===== src/rtl/dcei_cfg.svh =====
// register offsets, field positions and reset values of the dual comparator block
`ifndef DCEI_CFG_SVH
`define DCEI_CFG_SVH

// register indices on the plain register port
`define DCEI_OFS_CN0      8'h00
`define DCEI_OFS_MD0      8'h01
`define DCEI_OFS_CN1      8'h02
`define DCEI_OFS_MD1      8'h03

// control register fields
`define DCEI_CN_EN_BIT    7
`define DCEI_CN_OUT_BIT   6
`define DCEI_CN_RISE_BIT  5
`define DCEI_CN_FALL_BIT  4
`define DCEI_CN_HYP_HI    3
`define DCEI_CN_HYP_LO    2
`define DCEI_CN_HYN_HI    1
`define DCEI_CN_HYN_LO    0

// mode register fields
`define DCEI_MD_RSVD_BIT  7
`define DCEI_MD_RIE_BIT   5
`define DCEI_MD_FIE_BIT   4
`define DCEI_MD_MODE_HI   1
`define DCEI_MD_MODE_LO   0

// reset values
`define DCEI_RST_EN       1'h0
`define DCEI_RST_HYST     2'h0
`define DCEI_RST_IE       1'h0
`define DCEI_RST_MODE     2'h2
`define DCEI_RST_FLAG     1'h0
`define DCEI_RST_RDATA    8'h00
`define DCEI_MD_RSVD_VAL  1'h1
`define DCEI_RST_SHUTDOWN 1'h1
`define DCEI_RST_IRQ      1'h0
`define DCEI_RST_SYNC     1'h0

`endif


===== src/rtl/dcei_pkg.sv =====
// types of the dual comparator block
package dcei_pkg;

  // which register an address selects
  typedef enum logic [2:0] {
    DCEI_SEL_NONE,
    DCEI_SEL_CN0,
    DCEI_SEL_MD0,
    DCEI_SEL_CN1,
    DCEI_SEL_MD1
  } dcei_sel_e;

  typedef logic [1:0] dcei_hyst_t;
  typedef logic [1:0] dcei_mode_t;
  typedef logic [7:0] dcei_byte_t;

endpackage


===== src/rtl/dcei_channel.sv =====
// one comparator channel: clock-domain capture, edge detection and sticky edge flags
`timescale 1ns/10ps
`default_nettype none
`include "dcei_cfg.svh"

module dcei_channel (
  // clock and reset
  input  wire logic clk,
  input  wire logic arst_n,
  // gated asynchronous comparator decision
  input  wire logic raw_in,
  // software write of the flag bits
  input  wire logic wr_flags,
  input  wire logic wdata_rise,
  input  wire logic wdata_fall,
  // state seen by software and interrupt logic
  output var  logic status,
  output var  logic rise_flag,
  output var  logic fall_flag
);

  // ----------------------------------------
  // state
  // ----------------------------------------
  logic sync_a;
  logic prev;
  logic next_sync_a;
  logic next_status;
  logic next_prev;
  logic next_rise_flag;
  logic next_fall_flag;
  logic rise_evt;
  logic fall_evt;

  // ----------------------------------------
  // next values
  // ----------------------------------------
  always_comb begin
    next_sync_a = raw_in;
    next_status = sync_a;
    next_prev   = status;
    rise_evt    = status & ~prev;
    fall_evt    = ~status & prev;
    next_rise_flag = rise_flag;
    next_fall_flag = fall_flag;
    // only software changes a flag besides a detected edge
    if (wr_flags) begin
      next_rise_flag = wdata_rise;
      next_fall_flag = wdata_fall;
    end
    // an edge wins over a clear in the same cycle
    if (rise_evt) begin
      next_rise_flag = 1'b1;
    end
    if (fall_evt) begin
      next_fall_flag = 1'b1;
    end
  end

  // ----------------------------------------
  // registers
  // ----------------------------------------
  always_ff @(posedge clk or negedge arst_n) begin
    if (!arst_n) begin
      sync_a    <= `DCEI_RST_SYNC;
      status    <= `DCEI_RST_SYNC;
      prev      <= `DCEI_RST_SYNC;
      rise_flag <= `DCEI_RST_FLAG;
      fall_flag <= `DCEI_RST_FLAG;
    end else begin
      sync_a    <= next_sync_a;
      status    <= next_status;
      prev      <= next_prev;
      rise_flag <= next_rise_flag;
      fall_flag <= next_fall_flag;
    end
  end

endmodule // dcei_channel

`default_nettype wire


===== src/rtl/dcei_top.sv =====
// dual comparator digital side: registers, output gating, edge flags and interrupt requests
//
// Chosen here: the register offsets and the address-and-strobe port.
`timescale 1ns/10ps
`default_nettype none
`include "dcei_cfg.svh"

module dcei_top (
  // clock and reset
  input  wire logic       CLK,
  input  wire logic       ARST_N,
  // register port
  input  wire logic [7:0] ADDR,
  input  wire logic [7:0] WDATA,
  input  wire logic       WR,
  input  wire logic       RD,
  output var  logic [7:0] RDATA,
  // analog core decisions, hysteresis already applied
  input  wire logic       CMP_ZERO_ANALOG,
  input  wire logic       CMP_ONE_ANALOG,
  // interrupt controller enables
  input  wire logic       CMP_ZERO_IRQ_SRC_EN,
  input  wire logic       CMP_ONE_IRQ_SRC_EN,
  input  wire logic       GLOBAL_IRQ_EN,
  // comparator zero outputs
  output var  logic       CMP_ZERO_RAW_OUT,
  output var  logic       CMP_ZERO_LATCHED_OUT,
  output var  logic       CMP_ZERO_IRQ,
  output var  logic       CMP_ZERO_SHUTDOWN,
  output var  logic [1:0] CMP_ZERO_RESP_MODE,
  output var  logic [1:0] CMP_ZERO_POS_HYST,
  output var  logic [1:0] CMP_ZERO_NEG_HYST,
  // comparator one outputs
  output var  logic       CMP_ONE_RAW_OUT,
  output var  logic       CMP_ONE_LATCHED_OUT,
  output var  logic       CMP_ONE_IRQ,
  output var  logic       CMP_ONE_SHUTDOWN,
  output var  logic [1:0] CMP_ONE_RESP_MODE,
  output var  logic [1:0] CMP_ONE_POS_HYST,
  output var  logic [1:0] CMP_ONE_NEG_HYST
);

  localparam int NCMP = 2;

  // ----------------------------------------
  // address decode
  // ----------------------------------------
  // unmapped indices select nothing: writes drop, reads give zero
  function automatic dcei_pkg::dcei_sel_e decode(input logic [7:0] a);
    dcei_pkg::dcei_sel_e s;
    s = dcei_pkg::DCEI_SEL_NONE;
    if (a == `DCEI_OFS_CN0) begin
      s = dcei_pkg::DCEI_SEL_CN0;
    end else if (a == `DCEI_OFS_MD0) begin
      s = dcei_pkg::DCEI_SEL_MD0;
    end else if (a == `DCEI_OFS_CN1) begin
      s = dcei_pkg::DCEI_SEL_CN1;
    end else if (a == `DCEI_OFS_MD1) begin
      s = dcei_pkg::DCEI_SEL_MD1;
    end
    return s;
  endfunction

  // strobes qualify the decoded index
  dcei_pkg::dcei_sel_e sel_wr;
  dcei_pkg::dcei_sel_e sel_rd;

  assign sel_wr = WR ? decode(ADDR) : dcei_pkg::DCEI_SEL_NONE;
  assign sel_rd = RD ? decode(ADDR) : dcei_pkg::DCEI_SEL_NONE;

  // ----------------------------------------
  // per-comparator signals
  // ----------------------------------------
  // one array element per comparator
  logic                   analog    [NCMP];
  logic                   src_en    [NCMP];
  logic                   en        [NCMP];
  dcei_pkg::dcei_hyst_t   hyp       [NCMP];
  dcei_pkg::dcei_hyst_t   hyn       [NCMP];
  logic                   rie       [NCMP];
  logic                   fie       [NCMP];
  dcei_pkg::dcei_mode_t   mode      [NCMP];
  logic                   raw       [NCMP];
  logic                   status    [NCMP];
  logic                   rise_flag [NCMP];
  logic                   fall_flag [NCMP];
  logic                   irq       [NCMP];
  logic                   shutdown  [NCMP];
  logic                   wr_cn     [NCMP];
  logic                   wr_md     [NCMP];

  assign analog[0] = CMP_ZERO_ANALOG;
  assign analog[1] = CMP_ONE_ANALOG;
  assign src_en[0] = CMP_ZERO_IRQ_SRC_EN;
  assign src_en[1] = CMP_ONE_IRQ_SRC_EN;

  assign wr_cn[0] = (sel_wr == dcei_pkg::DCEI_SEL_CN0);
  assign wr_md[0] = (sel_wr == dcei_pkg::DCEI_SEL_MD0);
  assign wr_cn[1] = (sel_wr == dcei_pkg::DCEI_SEL_CN1);
  assign wr_md[1] = (sel_wr == dcei_pkg::DCEI_SEL_MD1);

  // ----------------------------------------
  // comparator channels
  // ----------------------------------------
  // both channels are built from one description
  for (genvar i = 0; i < NCMP; i++) begin : g_cmp

    logic                 next_en;
    dcei_pkg::dcei_hyst_t next_hyp;
    dcei_pkg::dcei_hyst_t next_hyn;
    logic                 next_rie;
    logic                 next_fie;
    dcei_pkg::dcei_mode_t next_mode;
    logic                 next_irq;
    logic                 next_shutdown;

    // asynchronous path, valid with the clock stopped
    assign raw[i] = en[i] & analog[i];

    dcei_channel u_chan (
      .clk        (CLK),
      .arst_n     (ARST_N),
      .raw_in     (raw[i]),
      .wr_flags   (wr_cn[i]),
      .wdata_rise (WDATA[`DCEI_CN_RISE_BIT]),
      .wdata_fall (WDATA[`DCEI_CN_FALL_BIT]),
      .status     (status[i]),
      .rise_flag  (rise_flag[i]),
      .fall_flag  (fall_flag[i])
    );

    // settings follow register writes
    always_comb begin
      next_en   = en[i];
      next_hyp  = hyp[i];
      next_hyn  = hyn[i];
      next_rie  = rie[i];
      next_fie  = fie[i];
      next_mode = mode[i];
      // output state bit is read-only
      if (wr_cn[i]) begin
        next_en  = WDATA[`DCEI_CN_EN_BIT];
        next_hyp = WDATA[`DCEI_CN_HYP_HI:`DCEI_CN_HYP_LO];
        next_hyn = WDATA[`DCEI_CN_HYN_HI:`DCEI_CN_HYN_LO];
      end
      // reserved and unused mode bits are dropped
      if (wr_md[i]) begin
        next_rie  = WDATA[`DCEI_MD_RIE_BIT];
        next_fie  = WDATA[`DCEI_MD_FIE_BIT];
        next_mode = WDATA[`DCEI_MD_MODE_HI:`DCEI_MD_MODE_LO];
      end
      // shutdown follows the stored enable
      next_shutdown = ~next_en;
      // request level follows the sticky flags
      next_irq = src_en[i] & GLOBAL_IRQ_EN &
                 ((rise_flag[i] & rie[i]) | (fall_flag[i] & fie[i]));
    end

    // settings, shutdown and request registers
    always_ff @(posedge CLK or negedge ARST_N) begin
      if (!ARST_N) begin
        en[i]       <= `DCEI_RST_EN;
        hyp[i]      <= `DCEI_RST_HYST;
        hyn[i]      <= `DCEI_RST_HYST;
        rie[i]      <= `DCEI_RST_IE;
        fie[i]      <= `DCEI_RST_IE;
        mode[i]     <= `DCEI_RST_MODE;
        shutdown[i] <= `DCEI_RST_SHUTDOWN;
        irq[i]      <= `DCEI_RST_IRQ;
      end else begin
        en[i]       <= next_en;
        hyp[i]      <= next_hyp;
        hyn[i]      <= next_hyn;
        rie[i]      <= next_rie;
        fie[i]      <= next_fie;
        mode[i]     <= next_mode;
        shutdown[i] <= next_shutdown;
        irq[i]      <= next_irq;
      end
    end

  end

  // ----------------------------------------
  // read data
  // ----------------------------------------
  dcei_pkg::dcei_byte_t next_rdata;

  // register images as software reads them
  function automatic dcei_pkg::dcei_byte_t cn_word(
    input logic                 e,
    input logic                 o,
    input logic                 r,
    input logic                 f,
    input dcei_pkg::dcei_hyst_t p,
    input dcei_pkg::dcei_hyst_t n
  );
    dcei_pkg::dcei_byte_t w;
    w = 8'h00;
    w[`DCEI_CN_EN_BIT]   = e;
    w[`DCEI_CN_OUT_BIT]  = o;
    w[`DCEI_CN_RISE_BIT] = r;
    w[`DCEI_CN_FALL_BIT] = f;
    w[`DCEI_CN_HYP_HI:`DCEI_CN_HYP_LO] = p;
    w[`DCEI_CN_HYN_HI:`DCEI_CN_HYN_LO] = n;
    return w;
  endfunction

  function automatic dcei_pkg::dcei_byte_t md_word(
    input logic                 r,
    input logic                 f,
    input dcei_pkg::dcei_mode_t m
  );
    dcei_pkg::dcei_byte_t w;
    w = 8'h00;
    // reserved bit always reads one
    w[`DCEI_MD_RSVD_BIT] = `DCEI_MD_RSVD_VAL;
    w[`DCEI_MD_RIE_BIT]  = r;
    w[`DCEI_MD_FIE_BIT]  = f;
    w[`DCEI_MD_MODE_HI:`DCEI_MD_MODE_LO] = m;
    return w;
  endfunction

  always_comb begin
    next_rdata = `DCEI_RST_RDATA;
    unique case (sel_rd)
      dcei_pkg::DCEI_SEL_NONE: begin
        next_rdata = `DCEI_RST_RDATA;
      end
      dcei_pkg::DCEI_SEL_CN0: begin
        next_rdata = cn_word(en[0], status[0], rise_flag[0], fall_flag[0],
                             hyp[0], hyn[0]);
      end
      dcei_pkg::DCEI_SEL_MD0: begin
        next_rdata = md_word(rie[0], fie[0], mode[0]);
      end
      dcei_pkg::DCEI_SEL_CN1: begin
        next_rdata = cn_word(en[1], status[1], rise_flag[1], fall_flag[1],
                             hyp[1], hyn[1]);
      end
      dcei_pkg::DCEI_SEL_MD1: begin
        next_rdata = md_word(rie[1], fie[1], mode[1]);
      end
      default: begin
        next_rdata = `DCEI_RST_RDATA;
      end
    endcase
  end

  // read data stand only in the cycle after the strobe
  always_ff @(posedge CLK or negedge ARST_N) begin
    if (!ARST_N) begin
      RDATA <= `DCEI_RST_RDATA;
    end else begin
      RDATA <= next_rdata;
    end
  end

  // ----------------------------------------
  // output ports
  // ----------------------------------------
  // raw outputs bypass the clock so wake-up works without it
  // every other output comes straight from a register
  assign CMP_ZERO_RAW_OUT     = raw[0];
  assign CMP_ZERO_LATCHED_OUT = status[0];
  assign CMP_ZERO_IRQ         = irq[0];
  assign CMP_ZERO_SHUTDOWN    = shutdown[0];
  assign CMP_ZERO_RESP_MODE   = mode[0];
  assign CMP_ZERO_POS_HYST    = hyp[0];
  assign CMP_ZERO_NEG_HYST    = hyn[0];

  assign CMP_ONE_RAW_OUT      = raw[1];
  assign CMP_ONE_LATCHED_OUT  = status[1];
  assign CMP_ONE_IRQ          = irq[1];
  assign CMP_ONE_SHUTDOWN     = shutdown[1];
  assign CMP_ONE_RESP_MODE    = mode[1];
  assign CMP_ONE_POS_HYST     = hyp[1];
  assign CMP_ONE_NEG_HYST     = hyn[1];

endmodule // dcei_top

`default_nettype wire


===== config.mk =====
export PLATFORM = sky130hd
export DESIGN_NAME = dcei_top
export DESIGN_NICKNAME = d
export VERILOG_FILES = /design/src/rtl/dcei_pkg.sv /design/src/rtl/dcei_channel.sv /design/src/rtl/dcei_top.sv
export VERILOG_INCLUDE_DIRS = /design/src /design/src/rtl
export SDC_FILE = /design/constraint.sdc
export NUM_CORES = 1
export LEC_CHECK = 0
export BUFFER_PORTS_ARGS = -buffer_cell sky130_fd_sc_hd__buf_2
export CAP_MARGIN = 30
export CORE_MARGIN = 2
export CORE_UTILIZATION = 45
export DETAILED_ROUTE_END_ITERATION = 8
export PLACE_DENSITY = 0.81
export SLEW_MARGIN = 20
export SYNTH_ARGS = -nofsm -noshare
export SYNTH_HDL_FRONTEND = slang
export SYNTH_HIERARCHICAL = 1
export SYNTH_SLANG_ARGS = --single-unit

===== constraint.sdc =====
create_clock -name CLK -period 1 [get_ports CLK]
set_input_delay 0 -clock CLK [delete_from_list [all_inputs] [get_ports CLK]]
set_output_delay 0 -clock CLK [all_outputs]
set_load 0.03 [all_outputs]

==> summary.md <==
| Metric | Value |
|---|---|
| Cells after synthesis | 124 |
| Int Pwr | 2.84 mW |
| Per-cell routed wire length | 17.8 um |
| Mapped Area | 0.00169 mm^2 |
| Max incr delay on CP | 0.56 ns |
| Count of pins over their slew limit | 0 |
| IO Pins | 53 |
| Fillers | 240 |
| Flop pwr share | 46.7% |
| Final Hold Viols | 0 |
| Leakage | 1.38 nW |
| #FFs+latches synth | 40 |
| Crit path DAT | 1.44 ns |
| RSZ-0062 raised after global routing | true |
| Syn nets | 149 |
| Antenna violations before repair | 0 |
| Syn. warnings | 6 |
| Initial Util | 46.5% |
| H-tree depth | 2 |
| # diodes | 0 |
| Die W | 65.2 um |
| Overall power | 3.74 mW |
| Vias in the first global route | 1639 |
| Port bufs | 51 |
| CTS tree | built |
| Vias post-DR | 1484 |
| Gpl congestion | 0.868 |
| Kind of end point of the critical path | flip-flop |
| Die height | 65.2 um |
| Worst-path maximum fanout | 3 |
| Area leader, netlist | dfrtp_1 |
| Actual slew at the worst max-slew pin | 0.347 ns |
| Normalized max-slew margin | 76.8% |
| GRT overflow | 0 |
| Violated checks | negative setup slack |
| DR pass1 iterations | 4 |
| First-pass GRT wire length | 7.78 mm |
| # setup viols final | 19 |
| Met1 GRT Util | 27.6% |
| Max Clock Skew | 0.00192 ns |
| Root buffer cell | clkbuf_8 |
| Layout Nets | 252 |
| Sw Share | 24.1% |
| Status | complete, but fails checks |
| Residual DRC | 0 |
| Routed Antenna Nets | 0 |
| Largest register by flop count | RDATA |
| Clock-pin slew on the worst setup and hold paths | 0.08 ns |
| Initial DRC Count | 65 |
| GRT Total Usage | 25.1% |
| Post-DP Area | 0.00225 mm^2 |
| GRT busiest layer | met2 |
| Synthesized area per cell | 13.6 um^2 |
| Met3 Usage GRT | 7.02% |
| Clk_lat worst skew | 0.29 ns |
| Fin area | 0.00277 mm^2 |
| Die area | 0.00426 mm^2 |
| Sequential fraction of the synthesis area | 59.6% |
| Power per cell area | 1350 mW/mm^2 |
| Min-Delay Path Class | in2reg |
| Peak VDD IR | 912 uV |
| Final HPWL DP | 3.08 mm |
| Largest net degree at the start of global routing | 41 |
| Clock buffer depth | 2 |
| WL final | 4.91 mm |
| Layout Area Growth over Synthesis | 64.2% |
| Reg area | 0.00101 mm^2 |
| Switching Power | 0.899 mW |
| Fin crit period | 1.26 ns |
| CTS buffer count | 5 |
| Distinct cells, synth | 24 |
| Max Clock Freq | 0.796 GHz |
| Synth top area share | 53.4% |
| Clk pwr share | 38.7% |
| Core area | 0.00363 mm^2 |
| Max Cap Viol | 0 |
| Dominant cells by area after synthesis | dfrtp_1 53%, mux2_2 12%, dfstp_2 6.2% |
| Delay-heaviest family, CP | simple AND/OR/NAND/NOR gates |
| WP buf/inv | 2 |
| Final WS setup | -0.257 ns |
| Max reg flops | 8 |
| Slowest cell on crit path | or4b_4 |
| CP Launch Type | primary input |
| Rows | 22 |
| CTS Sinks | 40 |
| Fin crit share | 126% |
| CP required | 1.18 ns |
| Setup WS pre-CTS | -0.608 ns |
| Multi-input gate area | 836 um^2 |
| Critical path cell sequence | buf_2, or4b_4, nor4b_4, buf_4, mux2_4 |
| Layout cell share with drive strength beyond 1 | 63.6% |
| Via density | 5.38 |
| Met2 GRT Util | 41.6% |
| Worst hold slack | 0.0230 ns |
| Comb pwr share | 14.6% |
| Setup CP Type | in2reg |
==> cells by family after synthesis <==
family	synth area share [%]
AOI/OAI and AO/OA	8.38
buffers and inverters	1.11
muxes	16.8
and+or+nand+nor	14.2
DFF	59.6
==> repair_timing <==
item / 4_1_cts / 5_1_grt
cloned: 0 / 0
hold endpoints to repair: 61 / 0
buffers inserted: 7 / 6
pin swaps: 5 / 12
resized for setup: 31 / 14
hold buffers: 12 / 0
endpoints found under the setup margin: 29 / 28
==> final timing paths <==
kind / startpoint / endpoint / cells past startpoint / slack [ns]
max in group asynchronous: ARST_N / CMP_ZERO_SHUTDOWN / 3 / 0.54
worst min-delay path: WDATA[5] / rie[0] / 2 / 0.02
min in group asynchronous: ARST_N / CMP_ONE_IRQ / 3 / 0.20
worst min register to register: g_cmp[1].u_chan/next_status / g_cmp[1].u_chan/status / 0 / 0.35
worst max register to register: CMP_ONE_NEG_HYST[0] / RDATA[0] / 3 / 0
worst max-delay path: ADDR[6] / rie[1] / 5 / -0.26
==> metal layers <==
layer  wire [um]  up-vias
met4         212        0
met3         314       20
li1            -      665
met1        1850      720
met5           0        -
met2        2530       79
==> stage by stage <==
stage          TNS, ns  utilization [%]  std cells
4_1_cts          -2.99             73.6        272
3_3_place_gp    -10.24             62.0        245
2_1_floorplan    -5.07                -        124
6_report         -3.11             76.3        276
5_1_grt          -3.61             76.3        276
3_5_place_dp    -11.83             62.0        245
==> cell usage in the layout, fill, tap and decap left out <==
cell           instances
buf_2                 41
nand2_1                3
bufinv_16              1
nor2_4                 3
buf_6                 14
nand4b_1               1
nand4_1                2
a221oi_2               4
mux2_4                12
nor2_2                 1
dlygate4sd3_1         12
or4b_4                 2
buf_12                 1
inv_1                  3
dfrtp_2                3
or3_1                  1
a211oi_1               1
a22oi_1                5
clkbuf_8               7
dfstp_2                4
dfrtp_1               33
nor4b_4                2
a211oi_2               3
o21ai_1                2
nor3_1                 1
a221oi_4               1
nor4_1                 1
and2_4                 6
mux2_2                 6
mux2i_2                1
buf_4                 30
a221o_1                2
nor3_4                 3
nor2b_1                2
mux2i_1                7
nor2_1                 7
==> power by group through the flow <==
stage | clock network (mW) | registers [mW] | logic (mW)
after floorplan | 0 | 1.80 | 0.151
after global placement | 0 | 1.76 | 0.391
after detailed placement | 0 | 1.76 | 0.412
after CTS | 1.47 | 1.74 | 0.494
after global routing | 1.55 | 1.75 | 0.579
final | 1.45 | 1.75 | 0.545
==> area by class of cell <==
class                   count  share of cell area (%)
repair buffers             98                    26.3
clock inverters             1                    1.08
well taps                  48                    2.17
clock buffers               7                    3.48
inverters                   3                   0.406
multi-input cells          79                    30.2
flip-flops and latches     40                    36.4
==> worst reg2reg max path, stage by stage (launching register included) <==
cell      delay (ns)
dfrtp_2         0.42
and2_4          0.16
a221oi_2        0.24
a211oi_1        0.07
==> Yosys cell counts (all sizes together) <==
cell / n
a211oi: 4
a221o: 2
a221oi: 5
a22oi: 5
and2: 6
clkbuf: 2
dfrtp: 36
dfstp: 4
inv: 3
mux2: 18
mux2i: 8
nand2: 3
nand4: 2
nand4b: 1
nor2: 11
nor2b: 2
nor3: 4
nor4: 1
nor4b: 2
o21ai: 2
or3: 1
or4b: 2
(Power assumes the default switching activity.)
